$ cat config.mk
export PLATFORM = sky130hd
export DESIGN_NAME = rxbg_top
export DESIGN_NICKNAME = d
export VERILOG_FILES = /design/src/logic/rxbg_pkg.sv /design/src/logic/rxbg_deglitch.sv /design/src/logic/rxbg_top.sv
export SDC_FILE = /design/constraint.sdc
export NUM_CORES = 1
export LEC_CHECK = 0
export ABC_CLOCK_PERIOD_IN_PS = 3150
export BUFFER_PORTS_ARGS = -buffer_cell sky130_fd_sc_hd__buf_2
export CAP_MARGIN = 20
export CORE_MARGIN = 4
export CORE_UTILIZATION = 49
export CTS_CLUSTER_SIZE = 12
export DETAILED_ROUTE_END_ITERATION = 10
export PLACE_DENSITY = 0.79
export SLEW_MARGIN = 10
export SYNTH_ARGS = -nofsm -noshare
export SYNTH_HDL_FRONTEND = slang
export SYNTH_SLANG_ARGS = --single-unit
$ cat constraint.sdc
create_clock -name CLK -period 3.15 [get_ports CLK]
set_input_delay 0.63 -clock CLK [delete_from_list [all_inputs] [get_ports CLK]]
set_output_delay 0.63 -clock CLK [all_outputs]
set_load 0.05 [all_outputs]
$ cat src/logic/rxbg_pkg.sv
// Shared constants for the receive baseband and gain configuration block.
`default_nettype none
package rxbg_pkg;
  // ==========================================================================
  // Register offsets on the serial control interface.
  localparam logic [7:0] OFS_RX_FILTER_BW = 8'h22;
  localparam logic [7:0] OFS_LOW_GAIN_OFS = 8'h23;
  localparam logic [7:0] OFS_GAIN_SW_TH = 8'h24;
  localparam logic [7:0] OFS_RSSI_UPPER = 8'h25;
  localparam logic [7:0] OFS_RSSI_LOWER = 8'h26;
  localparam logic [7:0] OFS_BB_CHAIN = 8'h27;
  // ==========================================================================
  // Values after reset; undefined fields come up as zero.
  localparam logic [7:0] RST_RX_FILTER_BW = 8'h00;
  localparam logic [7:0] RST_LOW_GAIN_OFS = 8'h00;
  localparam logic [7:0] RST_GAIN_SW_TH = 8'h00;
  localparam logic [7:0] RST_RSSI_UPPER = 8'h00;
  localparam logic [7:0] RST_RSSI_LOWER = 8'h00;
  localparam logic [7:0] RST_BB_CHAIN = 8'h00;
  // ==========================================================================
  // Field positions.
  localparam int ASK_SEL_BIT = 7;
  localparam int CHAN_FILTER_BW_SEL_MSB = 6;
  localparam int CHAN_FILTER_BW_SEL_LSB = 4;
  localparam int RSSI_FC_MSB = 3;
  localparam int OFS_MSB = 6;
  localparam int HOLD_MSB = 7;
  localparam int HOLD_LSB = 6;
  localparam int SETTLE_MSB = 5;
  localparam int SETTLE_LSB = 4;
  localparam int BB_FC_MSB = 3;
  // Gain switch control flag value that enables the automatic switch.
  localparam logic [1:0] GAIN_SW_AUTO = 2'h1;
  // ==========================================================================
  // Timing: sixteen timebase ticks make one chip width.
  localparam logic [4:0] TICKS_PER_CHIP = 5'h10;
  // Deglitcher hold-off in ticks for codes 00, 01, 10, 11.
  localparam logic [2:0] HOLD_TICKS_0 = 3'h0;
  localparam logic [2:0] HOLD_TICKS_1 = 3'h2;
  localparam logic [2:0] HOLD_TICKS_2 = 3'h3;
  localparam logic [2:0] HOLD_TICKS_3 = 3'h4;
  // Channel filter bandwidths in kHz.
  localparam logic [8:0] BW_300 = 9'h12C;
  localparam logic [8:0] BW_200 = 9'h0C8;
  localparam logic [8:0] BW_150 = 9'h096;
  localparam logic [8:0] BW_100 = 9'h064;
  localparam logic [8:0] BW_75 = 9'h04B;
  localparam logic [8:0] BW_50 = 9'h032;
  localparam logic [8:0] BW_RSVD = 9'h000;
  // ==========================================================================
  // Baseband settling sequencer states, Gray along the usual path.
  typedef enum logic [1:0] {
    SET_IDLE = 2'b00,
    SET_WAIT = 2'b01,
    SET_DONE = 2'b11
  } rxbg_settle_t;
endpackage
`default_nettype wire

$ cat src/logic/rxbg_deglitch.sv
// Deglitcher that locks the slicer output for a hold-off after each transition.
`timescale 1ns/1ps
`default_nettype none
module rxbg_deglitch (
  // Clock and reset.
  input wire logic clk,
  input wire logic nrst,
  // Timebase and configuration.
  input wire logic tick16,
  input wire logic [1:0] hold_len,
  // Data.
  input wire logic slicer_in,
  output logic data_out
);
  // ==========================================================================
  // Hold-off decode.
  logic [2:0] hold_ticks; // Lock length in sixteenths of a chip.
  logic [2:0] lock_q; // Remaining lock ticks.

  // Translate the two-bit length code into sixteenth-chip ticks.
  always_comb begin
    case (hold_len)
      2'b00: hold_ticks = rxbg_pkg::HOLD_TICKS_0;
      2'b01: hold_ticks = rxbg_pkg::HOLD_TICKS_1;
      2'b10: hold_ticks = rxbg_pkg::HOLD_TICKS_2;
      default: hold_ticks = rxbg_pkg::HOLD_TICKS_3;
    endcase
  end

  // ==========================================================================
  // Output follows the slicer unless locked; a change starts a new lock.
  // Counting whole ticks means the lock may end up to one tick early, never late.
  always_ff @(posedge clk or negedge nrst) begin
    if (!nrst) begin
      data_out <= 1'b0;
      lock_q <= 3'h0;
    end else if (lock_q != 3'h0) begin
      if (tick16) begin
        lock_q <= lock_q - 3'h1;
      end
    end else if (slicer_in != data_out) begin
      data_out <= slicer_in;
      lock_q <= hold_ticks;
    end
  end
endmodule
`default_nettype wire

$ cat src/logic/rxbg_top.sv
// Receive baseband and gain configuration registers with their control logic.
`timescale 1ns/1ps
`default_nettype none
// Behaviour
// - Top bandwidth bit selects ASK demodulator path.
// - Decode bandwidth field into six channel widths.
// - Low gain adds seven-bit offset to RSSI.
// - Wakeup search overthreshold with flags 01 lowers gain.
// - Compare RSSI against upper and lower thresholds.
// - Baseband valid follows IF valid by 2(1+n) chips.
// - Pessimistic search measures only after baseband valid.
// - Deglitcher holds off 0,2,3,4 sixteenths chip.
// - Baseband filter corner from control low nibble.
// - RSSI filter corner from bandwidth low nibble.
// - Gain modes use receiver gain register nibbles.
module rxbg_top #(
  parameter int DW = 16
) (
  // Clock and reset.
  input wire logic CLK,
  input wire logic NRST,
  // Register port from the serial control interface.
  input wire logic [7:0] REG_ADDR,
  input wire logic [7:0] REG_WDATA,
  input wire logic REG_WR,
  output logic [7:0] REG_RDATA,
  // Timebase, sixteen pulses per chip.
  input wire logic CHIP_TICK16,
  // Receiver state from the rest of the chip.
  input wire logic WAKEUP_SEARCH,
  input wire logic PESSIMISTIC,
  input wire logic [1:0] GAIN_SW_FLAGS,
  input wire logic [7:0] RX_GAIN_REG,
  input wire logic IF_VALID,
  input wire logic [7:0] RSSI_IN,
  // Demodulator outputs and slicer.
  input wire logic [DW-1:0] ASK_DEMOD,
  input wire logic [DW-1:0] FSK_DEMOD,
  input wire logic SLICER_IN,
  // Baseband and gain controls.
  output logic [DW-1:0] BB_FILTER_IN,
  output logic [8:0] CHAN_BW_KHZ,
  output logic BW_RESERVED,
  output logic [3:0] RSSI_CORNER_SEL,
  output logic [3:0] BB_FILTER_CORNER,
  output logic LOW_GAIN,
  output logic [3:0] RX_GAIN_CODE,
  // RSSI results, settling and measure status, and sliced data.
  output logic [7:0] RSSI_ADJ,
  output logic RSSI_ABOVE_UPPER,
  output logic RSSI_BELOW_LOWER,
  output logic BB_VALID,
  output logic MEASURE_EN,
  output logic SLICED_DATA
);
  // ==========================================================================
  // Register storage.
  logic [7:0] bw_q; // Bandwidth, path and RSSI corner.
  logic [6:0] ofs_q; // Low gain RSSI offset; bit 7 is fixed at zero.
  logic [7:0] gsw_q; // Gain switching threshold.
  logic [7:0] up_q; // Upper RSSI threshold.
  logic [7:0] lo_q; // Lower RSSI threshold.
  logic [7:0] bbc_q; // Baseband chain control.
  logic low_gain_q; // Current gain mode, set means low gain.
  logic [8:0] rssi_sum; // Unsaturated RSSI plus offset.
  logic [7:0] rssi_d; // Saturated adjusted RSSI.
  logic [3:0] tick_cnt_q; // Ticks within the current chip.
  logic chip_pulse; // One cycle at each chip boundary.
  logic [3:0] chip_cnt_q; // Chips elapsed while settling.
  logic [3:0] settle_chips; // Required settling chips.
  rxbg_pkg::rxbg_settle_t st_q; // Settling sequencer state.

  // Decode a bandwidth code to kHz; the top two codes give zero.
  function automatic logic [8:0] bw_khz(input logic [2:0] code);
    case (code)
      3'h0: bw_khz = rxbg_pkg::BW_300;
      3'h1: bw_khz = rxbg_pkg::BW_200;
      3'h2: bw_khz = rxbg_pkg::BW_150;
      3'h3: bw_khz = rxbg_pkg::BW_100;
      3'h4: bw_khz = rxbg_pkg::BW_75;
      3'h5: bw_khz = rxbg_pkg::BW_50;
      default: bw_khz = rxbg_pkg::BW_RSVD;
    endcase
  endfunction

  // ==========================================================================
  // Register writes; a write to any other address is ignored.
  always_ff @(posedge CLK or negedge NRST) begin
    if (!NRST) begin
      bw_q <= rxbg_pkg::RST_RX_FILTER_BW;
      ofs_q <= rxbg_pkg::RST_LOW_GAIN_OFS[6:0];
      gsw_q <= rxbg_pkg::RST_GAIN_SW_TH;
      up_q <= rxbg_pkg::RST_RSSI_UPPER;
      lo_q <= rxbg_pkg::RST_RSSI_LOWER;
      bbc_q <= rxbg_pkg::RST_BB_CHAIN;
    end else if (REG_WR) begin
      case (REG_ADDR)
        rxbg_pkg::OFS_RX_FILTER_BW: bw_q <= REG_WDATA;
        rxbg_pkg::OFS_LOW_GAIN_OFS: ofs_q <= REG_WDATA[rxbg_pkg::OFS_MSB:0];
        rxbg_pkg::OFS_GAIN_SW_TH: gsw_q <= REG_WDATA;
        rxbg_pkg::OFS_RSSI_UPPER: up_q <= REG_WDATA;
        rxbg_pkg::OFS_RSSI_LOWER: lo_q <= REG_WDATA;
        rxbg_pkg::OFS_BB_CHAIN: bbc_q <= REG_WDATA;
        default: ;
      endcase
    end
  end

  // Read data is registered; unmapped addresses read zero.
  always_ff @(posedge CLK or negedge NRST) begin
    if (!NRST) begin
      REG_RDATA <= 8'h00;
    end else begin
      case (REG_ADDR)
        rxbg_pkg::OFS_RX_FILTER_BW: REG_RDATA <= bw_q;
        rxbg_pkg::OFS_LOW_GAIN_OFS: REG_RDATA <= {1'b0, ofs_q};
        rxbg_pkg::OFS_GAIN_SW_TH: REG_RDATA <= gsw_q;
        rxbg_pkg::OFS_RSSI_UPPER: REG_RDATA <= up_q;
        rxbg_pkg::OFS_RSSI_LOWER: REG_RDATA <= lo_q;
        rxbg_pkg::OFS_BB_CHAIN: REG_RDATA <= bbc_q;
        default: REG_RDATA <= 8'h00;
      endcase
    end
  end

  // ==========================================================================
  // Static configuration outputs, taken or decoded from register bits.
  assign RSSI_CORNER_SEL = bw_q[rxbg_pkg::RSSI_FC_MSB:0];
  assign BB_FILTER_CORNER = bbc_q[rxbg_pkg::BB_FC_MSB:0];
  assign CHAN_BW_KHZ = bw_khz(bw_q[rxbg_pkg::CHAN_FILTER_BW_SEL_MSB:rxbg_pkg::CHAN_FILTER_BW_SEL_LSB]);
  // Reserved codes are flagged rather than mapped, so misuse is visible.
  assign BW_RESERVED = bw_q[rxbg_pkg::CHAN_FILTER_BW_SEL_MSB] & bw_q[rxbg_pkg::CHAN_FILTER_BW_SEL_MSB-1];

  // Registered path select feeds the baseband filter from one demodulator.
  always_ff @(posedge CLK or negedge NRST) begin
    if (!NRST) begin
      BB_FILTER_IN <= '0;
    end else if (bw_q[rxbg_pkg::ASK_SEL_BIT]) begin
      BB_FILTER_IN <= ASK_DEMOD;
    end else begin
      BB_FILTER_IN <= FSK_DEMOD;
    end
  end

  // ==========================================================================
  // Gain mode: the automatic switch only ever goes high to low, and
  // leaving wakeup search returns to high gain for the next search.
  always_ff @(posedge CLK or negedge NRST) begin
    if (!NRST) begin
      low_gain_q <= 1'b0;
    end else if (!WAKEUP_SEARCH) begin
      low_gain_q <= 1'b0;
    end else if (RSSI_IN > gsw_q && GAIN_SW_FLAGS == rxbg_pkg::GAIN_SW_AUTO) begin
      low_gain_q <= 1'b1;
    end
  end
  assign LOW_GAIN = low_gain_q;
  assign RX_GAIN_CODE = low_gain_q ? RX_GAIN_REG[3:0] : RX_GAIN_REG[7:4];

  // ==========================================================================
  // RSSI correction in low gain; the sum saturates so it never wraps.
  always_comb begin
    rssi_sum = {1'b0, RSSI_IN} + (low_gain_q ? {2'b00, ofs_q} : 9'h000);
    rssi_d = rssi_sum[8] ? 8'hFF : rssi_sum[7:0];
  end

  // Classification results are only asserted while measurement is allowed.
  always_ff @(posedge CLK or negedge NRST) begin
    if (!NRST) begin
      RSSI_ADJ <= 8'h00;
      RSSI_ABOVE_UPPER <= 1'b0;
      RSSI_BELOW_LOWER <= 1'b0;
    end else begin
      RSSI_ADJ <= rssi_d;
      RSSI_ABOVE_UPPER <= MEASURE_EN && rssi_d > up_q;
      RSSI_BELOW_LOWER <= MEASURE_EN && rssi_d < lo_q;
    end
  end

  // ==========================================================================
  // Chip boundary from the sixteenth-chip timebase.
  always_ff @(posedge CLK or negedge NRST) begin
    if (!NRST) begin
      tick_cnt_q <= 4'h0;
    end else if (!IF_VALID) begin
      tick_cnt_q <= 4'h0;
    end else if (CHIP_TICK16) begin
      tick_cnt_q <= tick_cnt_q + 4'h1;
    end
  end
  assign chip_pulse = CHIP_TICK16 && ({1'b0, tick_cnt_q} == rxbg_pkg::TICKS_PER_CHIP - 5'h01);
  assign settle_chips = {1'b0, bbc_q[rxbg_pkg::SETTLE_MSB:rxbg_pkg::SETTLE_LSB], 1'b0} + 4'h2;

  // Settling sequencer: counts chips after IF valid, restarts when it drops.
  always_ff @(posedge CLK or negedge NRST) begin
    if (!NRST) begin
      st_q <= rxbg_pkg::SET_IDLE;
      chip_cnt_q <= 4'h0;
    end else if (!IF_VALID) begin
      st_q <= rxbg_pkg::SET_IDLE;
      chip_cnt_q <= 4'h0;
    end else begin
      case (st_q)
        rxbg_pkg::SET_IDLE: st_q <= rxbg_pkg::SET_WAIT;
        rxbg_pkg::SET_WAIT: begin
          if (chip_pulse) begin
            chip_cnt_q <= chip_cnt_q + 4'h1;
            if (chip_cnt_q + 4'h1 >= settle_chips) begin
              st_q <= rxbg_pkg::SET_DONE;
            end
          end
        end
        rxbg_pkg::SET_DONE: st_q <= rxbg_pkg::SET_DONE;
        default: st_q <= rxbg_pkg::SET_IDLE;
      endcase
    end
  end
  assign BB_VALID = (st_q == rxbg_pkg::SET_DONE);
  // Pessimistic search waits for the settled baseband before measuring.
  assign MEASURE_EN = PESSIMISTIC ? BB_VALID : IF_VALID;

  // ==========================================================================
  // Deglitcher on the slicer output.
  rxbg_deglitch u_deglitch (
    .clk(CLK),
    .nrst(NRST),
    .tick16(CHIP_TICK16),
    .hold_len(bbc_q[rxbg_pkg::HOLD_MSB:rxbg_pkg::HOLD_LSB]),
    .slicer_in(SLICER_IN),
    .data_out(SLICED_DATA)
  );
endmodule
`default_nettype wire

Word level (Yosys, flattened, before mapping)
Index checks and enable logic that the tools add are counted.

word-level totals
  register bits = 96
  input bits = 74
  output and inout bits = 60

cells by class
  bitwise logic cells = 2
  add/sub/neg operators = 5
  magnitude comparators = 4
  reduce and logical (&&, ||, !) cells = 19
  mux-type cells = 22
  eq/ne operators = 25

operators by type and width
  operator                                        count
  case mux 9 bit (6 select lines)                 1
  == test 8 x 6 -> 1 bit (second input constant)  6
  case mux 8 bit (6 select lines)                 1
  2-to-1 mux 4 bit                                6
  AND reduction 2 bit                             10
  > comparator 8 bit                              2
  2-to-1 mux 16 bit                               1
  adder 8 x 7 -> 9 bit                            1
  2-to-1 mux 3 bit                                3
  case mux 3 bit (3 select lines)                 1
  adder 4 x 1 -> 4 bit (second input constant)    2
  < comparator 8 bit                              1
  2-to-1 mux 8 bit                                1
  2-to-1 mux 7 bit                                1
  == test 2 x 1 -> 1 bit (second input constant)  3
  == test 3 x 2 -> 1 bit (second input constant)  2
  == test 3 bit (second input constant)           2
  2-to-1 mux 2 bit                                3
  != test 2 x 1 -> 1 bit (second input constant)  3
  != test 3 bit (second input constant)           2
  case mux 2 bit (3 select lines)                 1
  adder 3 x 2 -> 4 bit (second input constant)    1
  == test 2 bit (second input constant)           2
  == test 4 bit (second input constant)           1
  13 further kinds                                20

Depth between registers and ports, before layout
Gate-level depths: netlist of the first run.

  depth in word-level cells = 6
  depth in mapped cells = 14
  gate-level depth less buffers = 13

Cells and area by module
From an unflattened synthesis of the first run, not the netlist that was laid out.

unflattened totals
  cells, all modules = 469
  area, all modules = 5351.4 µm²

by module, submodules not included
  module         area each (µm²)  times used  cells an instance
  rxbg_top       5044.8           1           439
  rxbg_deglitch  306.5            1           30

Worst setup path after synthesis of the first run
No wires, ideal clock.

  kind = register -> register
  from = register low_gain_q (netlist: LOW_GAIN)
  to = register RSSI_ABOVE_UPPER
  arrival = 3.262 ns
  path slack = -0.239 ns
  path buffers = 1
  period minus slack after synthesis = 3.389 ns
  required time = 3.022 ns
  setup time = 0.128 ns
  stages on the path, launching flop included = 15
  cell sequence = dfrtp_1 clkbuf_1 and2_1 ha_1 fa_1 a211oi_1 o211ai_1 o211ai_1 o21ai_0 ha_1 nand3_1 o22ai_1 o21a_1 o21bai_1 a21oi_1

between the ends
  longest elaborated chain between the ends = 5

RTL lines
  element                   RTL line         source
  start: declaration        rxbg_top.sv:64   logic low_gain_q;
  start signal: assignment  rxbg_top.sv:150  low_gain_q <= 1'b0;
  start signal: assignment  rxbg_top.sv:152  low_gain_q <= 1'b0;
  start signal: assignment  rxbg_top.sv:154  low_gain_q <= 1'b1;
  2-to-1 mux 7 bit          rxbg_top.sv:163  rssi_sum = {1'b0, RSSI_IN} + (low_gain_q ? {2'b00, ofs_q} : 9'h000);
  adder 8 x 7 -> 9 bit      rxbg_top.sv:163
  2-to-1 mux 8 bit          rxbg_top.sv:164  rssi_d = rssi_sum[8] ? 8'hFF : rssi_sum[7:0];
  named net rssi_d[3]       rxbg_top.sv:66   logic [7:0] rssi_d;
  > comparator 8 bit        rxbg_top.sv:175  RSSI_ABOVE_UPPER <= MEASURE_EN && rssi_d > up_q;
  logical AND 1 bit         rxbg_top.sv:175
  end signal: assignment    rxbg_top.sv:175
  end: declaration          rxbg_top.sv:50   output logic RSSI_ABOVE_UPPER,

The timed path passes the listed nets, and every way through them passes these cells.
A chain may end at the register's enable or synchronous reset.

Worst setup path in the final report of the first run
Same ends and word-level chain as after synthesis.

==> results of run 1 <==
==> routing by layer <==
metal,GRT usage,vias up
met5,0,-
met4,0.0689,0
met3,0.0410,24
met2,0.369,102
met1,0.247,2054
li1,-,1906
==> report_power, final <==
group	internal (uW)	switching (uW)	leakage (uW)
Clock	327	483	0.0000971
Combinational	251	412	0.00193
Sequential	1310	57.8	0.00123
Total	1890	953	0.00325
==> stage by stage <==
| stage | setup TNS, ns | std cells |
|---|---|---|
| floorplan | 0 | 464 |
| global placement | 0 | 720 |
| detailed placement | -0.221 | 720 |
| CTS | 0 | 738 |
| global route | -0.0111 | 741 |
| finish | 0 | 741 |
==> registers in the layout (all words and copies together), names as in the netlist, 2 cells and up <==
register           cells
BB_FILTER_IN          16
REG_RDATA              8
RSSI_ADJ               8
bbc_q                  8
bw_q                   8
chip_cnt_q             4
gsw_q                  8
lo_q                   8
ofs_q                  7
st_q                   2
tick_cnt_q             4
u_deglitch.lock_q      3
up_q                   8
==> cell type report <==
class | instances | area, um^2 | area share
inverters | 41 | 154 | 0.0238
repair buffers | 148 | 797 | 0.123
clock inverters | 6 | 58.8 | 0.00909
clock buffers | 10 | 138 | 0.0213
flip-flops and latches | 96 | 2400 | 0.372
multi-input cells | 304 | 2750 | 0.425
well taps | 136 | 170 | 0.0263
==> timing repair <==
action,CTS,global route
setup endpoints to repair,2,2
setup buffers,2,3
resized for setup,0,23
endpoints found under the hold margin,0,0
pin swaps,1,5
==> worst min-delay path by stage <==
stage,startpoint,end,slack [ns],cells after the start
after floorplan,NRST,BB_FILTER_IN[0]$_DFF_PN0_,0.33,0
after global placement,u_deglitch.lock_q[2]$_DFFE_PN0P_,u_deglitch.lock_q[2]$_DFFE_PN0P_,0.46,1
after detailed placement,u_deglitch.lock_q[2]$_DFFE_PN0P_,u_deglitch.lock_q[2]$_DFFE_PN0P_,0.47,1
after CTS,NRST,u_deglitch.data_out$_DFFE_PN0P_,0.31,2
after global routing,NRST,gsw_q[5]$_DFFE_PN0P_,0.33,2
final,NRST,RSSI_ADJ[3]$_DFF_PN0_,0.29,2
==> logic make-up after synthesis <==
kind of cell | share of synthesized area
buffers and inverters | 0.0551
xor gates and xnor gates | 0.0214
AOI/OAI and AO/OA | 0.0871
adders and majority gates | 0.0979
muxes | 0.183
and+or+nand+nor | 0.104
DFF | 0.452
==> cell usage in the layout, fill, tap and decap left out, types with 2 or more instances in the layout <==
master and count:
a21o_1 7, o22ai_1 6, buf_4 14, nand4_1 2, clkbuf_8 10, o31ai_1 2
nand2b_1 4, buf_2 132, and2_1 13, a211oi_1 4, nand3_1 9, xor2_1 4
a21boi_0 2, o21a_1 5, ha_4 4, nor3_1 6, or3_1 4, nor2b_1 3
mux2i_1 14, o211ai_1 4, a22oi_1 2, mux4_2 6, nor4b_4 2, mux2_2 62
xnor2_1 9, inv_6 4, nand2_1 24, inv_1 41, nor3b_1 2, nor2_1 14
ha_1 36, dfrtp_1 95, a211oi_2 2, a21oi_1 11, o21ai_0 18
==> results.sh, run 1 <==
export IMPL_globalRouteOverflowTotal=0
export IMPL_pre_cts_ws_ns=-0.120
export IMPL_r2r_cells=13
export IMPL_avgSynthCellArea_um2=11.5
export IMPL_critical_path_arrival_ns=3.27
export IMPL_cts_hold_buf=0
export IMPL_synthToLayoutAreaGrowth_pct=21.6
export IMPL_p_per_area_nw_per_um2=439
export IMPL_clock_sinks=96
export IMPL_die_w_um=112
export IMPL_antennaDiodeCount=0
export IMPL_path_depth=13
export IMPL_critPathBufInv=2
export IMPL_drtPass1Iterations=4
export IMPL_routedLengthMet1_mm=5.15
export IMPL_wl_met2_mm=7.08
export IMPL_h_tree_depth=3
export IMPL_synthesis_area_um2=5320
export IMPL_setup_viol=0
export IMPL_cp_max_fo=6
export IMPL_total_power_uw=2840
export IMPL_drv_cap=0
export IMPL_slowest_stage="dfrtp_2"
export IMPL_cp_cell_sequence="and2_4 > ha_4 > fa_2 > a211oi_2 > o211ai_1 > o211ai_1 > buf_4 > buf_4 > nand2_1 > ha_1 > nand3_1 > o31ai_1 > a21oi_1"
export IMPL_slew_headroom=0.512
export IMPL_hold_path_class="in2async"
export IMPL_grt_max_degree=97
export IMPL_antenna_found_initial=0
export IMPL_yosys_top_cells_area="dfrtp_1 (45%), mux2_2 (13%), ha_1 (9.4%), inv_1 (2.9%), mux2i_1 (2.6%)"
export IMPL_rows=37
export IMPL_grt_pass1_vias=4264
export IMPL_synth_commonest_cells="dfrtp_1 (96), mux2_2 (62), inv_1 (41)"
export IMPL_synthesis_nets=579
export IMPL_worst_setup_path_start_kind="flop"
export IMPL_ys_types=47
export IMPL_routed_wl_mm=13.1
export IMPL_initial_core_util=0.508
export IMPL_min_period_ns=3.01
export IMPL_gp_congestion=0.877
export IMPL_clockRootBuffer="clkbuf_8"
export IMPL_maxSlewViolCount=0
export IMPL_dr_wl_met3_um=624
export IMPL_finClkSkew_ns=0.0119
export IMPL_yosys_warnings=0
export IMPL_dieHeight_um=112
export IMPL_route_detailed_drc=0
export IMPL_ys_seq_elements=96
export IMPL_ys_seq_area_frac=0.452
export IMPL_ant_nets=0
export IMPL_yosysTopAreaCellShare=0.452
export IMPL_place_area_um2=6110
export IMPL_cts_tree="done"
export IMPL_crit_path_end="RSSI_ABOVE_UPPER$_DFF_PN0_"
export IMPL_worst_hold_slack_ns=0.293
export IMPL_synth_most_common_cell="dfrtp_1"
export IMPL_crit_type="reg2reg"
export IMPL_ctsLongestPathBuffers=2
export IMPL_design_area_um2=6470
export IMPL_final_core_utilization=0.618
export IMPL_fin_nets=715
export IMPL_synthArstFlopShare=1.00
export IMPL_grt_pass1_wl_mm=20.9
export IMPL_cp_end_kind="flop"
export IMPL_r2r_end="RSSI_ABOVE_UPPER$_DFF_PN0_"
export IMPL_dieArea_um2=12600
export IMPL_dpl_hpwl_mm=9.72
export IMPL_top_layer="met4"
export IMPL_track_usage=0.206
export IMPL_status="finished, final reports clean"
export IMPL_synthFlopType="dfrtp_1"
export IMPL_yosys_area_top_type="dfrtp_1"
export IMPL_vias=4086
export IMPL_drt_iter0_markers=204
export IMPL_setup_ws_ns=0.138
export IMPL_reg2reg_slack_ns=0.14
export IMPL_slowest_delay_ns=0.46
export IMPL_crit_required_ns=3.41
export IMPL_p_leak_uw=0.00325
export IMPL_ios=134
export IMPL_fill_cells=871
export IMPL_viasPerCell=5.51
export IMPL_fmax_mhz=332
export IMPL_r2r_start="LOW_GAIN$_DFFE_PN0P_"
export IMPL_avgRoutedWirePerCell_um=17.7
export IMPL_synth_edf_count=0
export IMPL_tightest_slew_ns=0.729
export IMPL_fin_crit_sh=0.956
export IMPL_cts_buffers=9
export IMPL_clkTransAtPathRegs_ns=0.10
export IMPL_insertion_delay_ns=0.38
export IMPL_port_buffers=133
export IMPL_core_area_um2=10500
export IMPL_cp_top_family="adder cells"
export IMPL_cp_startpoint="LOW_GAIN$_DFFE_PN0P_"
export IMPL_drive_gt1_frac=0.426
export IMPL_ir_drop_v=0.000250
export IMPL_hold_viol=0
export IMPL_synthCells=464
No activity file was read; power rests on OpenSTA's default activity.
==> run 2: changes to the inputs <==
--- a/config.mk
+++ b/config.mk
@@ -8,7 +8,6 @@
 export ABC_CLOCK_PERIOD_IN_PS = 3150
 export BUFFER_PORTS_ARGS = -buffer_cell sky130_fd_sc_hd__buf_2
 export CAP_MARGIN = 20
-export CORE_MARGIN = 4
 export CORE_UTILIZATION = 49
 export CTS_CLUSTER_SIZE = 12
 export DETAILED_ROUTE_END_ITERATION = 10
==> results.sh, run 2 (synthesized netlist as in run 1, its figures left out) <==
export IMPL_viasPerCell=5.39
export IMPL_dpl_cell_count=721
export IMPL_cp_max_fo=7
export IMPL_clkTransAtPathRegs_ns=0.10
export IMPL_grt_pass1_wl_mm=19.5
export IMPL_port_buffers=133
export IMPL_crit_required_ns=3.42
export IMPL_grt_busiest_layer="met2"
export IMPL_dieArea_um2=11300
export IMPL_largest_reg_flops=16
export IMPL_total_power_uw=2970
export IMPL_fin_nets=712
export IMPL_final_cell_mix="buf_2 (132), dfrtp_1 (95), mux2_2 (62), inv_1 (41), ha_1 (40)"
export IMPL_critical_path_arrival_ns=3.26
export IMPL_dpl_hpwl_mm=9.28
export IMPL_r2r_cells=14
export IMPL_dieHeight_um=106
export IMPL_grt_max_degree=51
export IMPL_mostFrequentLayoutCell="buf_2"
export IMPL_p_leak_uw=0.00324
export IMPL_crit_type="reg2reg"
export IMPL_r2r_start="ofs_q[0]$_DFFE_PN0P_"
export IMPL_drtPass1Iterations=4
export IMPL_p_per_area_nw_per_um2=467
export IMPL_initial_core_util=0.510
export IMPL_final_core_utilization=0.611
export IMPL_grt_pass1_vias=4019
export IMPL_largest_register="BB_FILTER_IN"
export IMPL_ir_drop_v=0.000352
export IMPL_die_w_um=106
export IMPL_antenna_found_initial=0
export IMPL_min_period_ns=2.99
export IMPL_cts_hold_buf=0
export IMPL_vias=3981
export IMPL_clockRootBuffer="clkbuf_8"
export IMPL_status="finished, final reports clean"
export IMPL_worst_setup_path_start_kind="flop"
export IMPL_ctsLongestPathBuffers=2
export IMPL_cts_tree="done"
export IMPL_reg2reg_slack_ns=0.16
export IMPL_r2r_end="RSSI_ABOVE_UPPER$_DFF_PN0_"
export IMPL_fin_crit_sh=0.950
export IMPL_clock_sinks=96
export IMPL_routed_wl_mm=12.2
export IMPL_hold_path_class="in2async"
export IMPL_insertion_delay_ns=0.38
export IMPL_setup_viol=0
export IMPL_fin_cells=738
export IMPL_gp_congestion=0.914
export IMPL_slew_headroom=0.541
export IMPL_finClkSkew_ns=0.0142
export IMPL_drt_iter0_markers=203
export IMPL_cts_buffers=9
export IMPL_rows=37
export IMPL_antennaDiodeCount=0
export IMPL_tightest_slew_ns=0.685
export IMPL_ant_nets=0
export IMPL_core_area_um2=10400
export IMPL_met2_usage=0.404
export IMPL_grtUsageMet3=0.0386
export IMPL_drive_gt1_frac=0.395
export IMPL_rsz0062_at_grt="false"
export IMPL_globalRouteOverflowTotal=0
export IMPL_drv_cap=0
export IMPL_synthToLayoutAreaGrowth_pct=19.7
export IMPL_maxSlewViolCount=0
export IMPL_h_tree_depth=3
export IMPL_ios=134
export IMPL_fmax_mhz=334
export IMPL_avgRoutedWirePerCell_um=16.5
export IMPL_cp_end_kind="flop"
export IMPL_route_detailed_drc=0
export IMPL_met1_usage=0.271
export IMPL_track_usage=0.226
export IMPL_hold_viol=0
## run 2: cell count changes in the layout (fill, tap and decap cells not counted), moves of 2 or more
cell	previous run	this run
and2_1	13	15
buf_4	14	12
bufinv_16	0	3
clkinv_2	0	2
ha_1	36	40
ha_4	4	0
inv_6	4	0
o21ai_0	18	20
## run 2: repair_timing
action                     in CTS  in global routing
setup endpoints to repair       0                  2
setup buffers                   0                  1
gates resized for setup         0                  1
## run 2: cell type report
type / instances / area [um^2]
Clock buffer: 10 / 128
Clock inverter: 6 / 108
Fill cell: 899 / 4050
Inverter: 41 / 154
Multi-Input combinational cell: 304 / 2630
Sequential cell: 96 / 2400
Tap cell: 136 / 170
Timing Repair Buffer: 145 / 771
## run 2: worst max path at each step
stage / startpoint / to / slack (ns) / cells past startpoint
CTS: ofs_q[0]$_DFFE_PN0P_ / RSSI_ABOVE_UPPER$_DFF_PN0_ / 0.05 / 13
global route: ofs_q[0]$_DFFE_PN0P_ / RSSI_ABOVE_UPPER$_DFF_PN0_ / 0.02 / 14
detailed placement: RSSI_IN[0] / RSSI_ABOVE_UPPER$_DFF_PN0_ / -0.11 / 13
global placement: RSSI_IN[0] / RSSI_ABOVE_UPPER$_DFF_PN0_ / 0.02 / 13
floorplan: LOW_GAIN$_DFFE_PN0P_ / RSSI_ABOVE_UPPER$_DFF_PN0_ / 0.04 / 14
finish: ofs_q[0]$_DFFE_PN0P_ / RSSI_ABOVE_UPPER$_DFF_PN0_ / 0.16 / 14
## run 2: where the power goes
group | switching, uW | total [uW] | internal (uW) | leakage, uW
Combinational | 402 | 646 | 244 | 0.00190
Clock | 436 | 961 | 525 | 0.000116
Sequential | 55.7 | 1370 | 1310 | 0.00123
## run 2: critical path, cell delays in order (launching register included)
cell and delay, ns:
dfrtp_1 0.43, and2_1 0.16, ha_1 0.22, fa_2 0.38
a211oi_2 0.25, o211ai_1 0.12, o211ai_1 0.09, buf_4 0.18
nand2b_1 0.12, ha_1 0.32, nand3_1 0.14, o22ai_1 0.10
o21a_1 0.17, o21bai_1 0.12, a21oi_1 0.08
## run 2: metal layers
metal	part of all wire	vias up
met3	0.046	22
li1	-	1889
met4	0.022	0
met2	0.53	100
met5	0	-
met1	0.40	1970
## run 2: through the flow
| step | hold WS, ns | setup TNS [ns] | area, um^2 | worst slack [ns] |
|---|---|---|---|---|
| after global routing | 0.326 | 0 | 6370 | 0.0214 |
| after global placement | 0.460 | 0 | 6120 | 0.0197 |
| after CTS | 0.296 | 0 | 6350 | 0.0468 |
| final | 0.269 | 0 | 6370 | 0.159 |
| after floorplan | 0.334 | 0 | 5340 | 0.0411 |
| after detailed placement | 0.473 | -0.142 | 6120 | -0.115 |
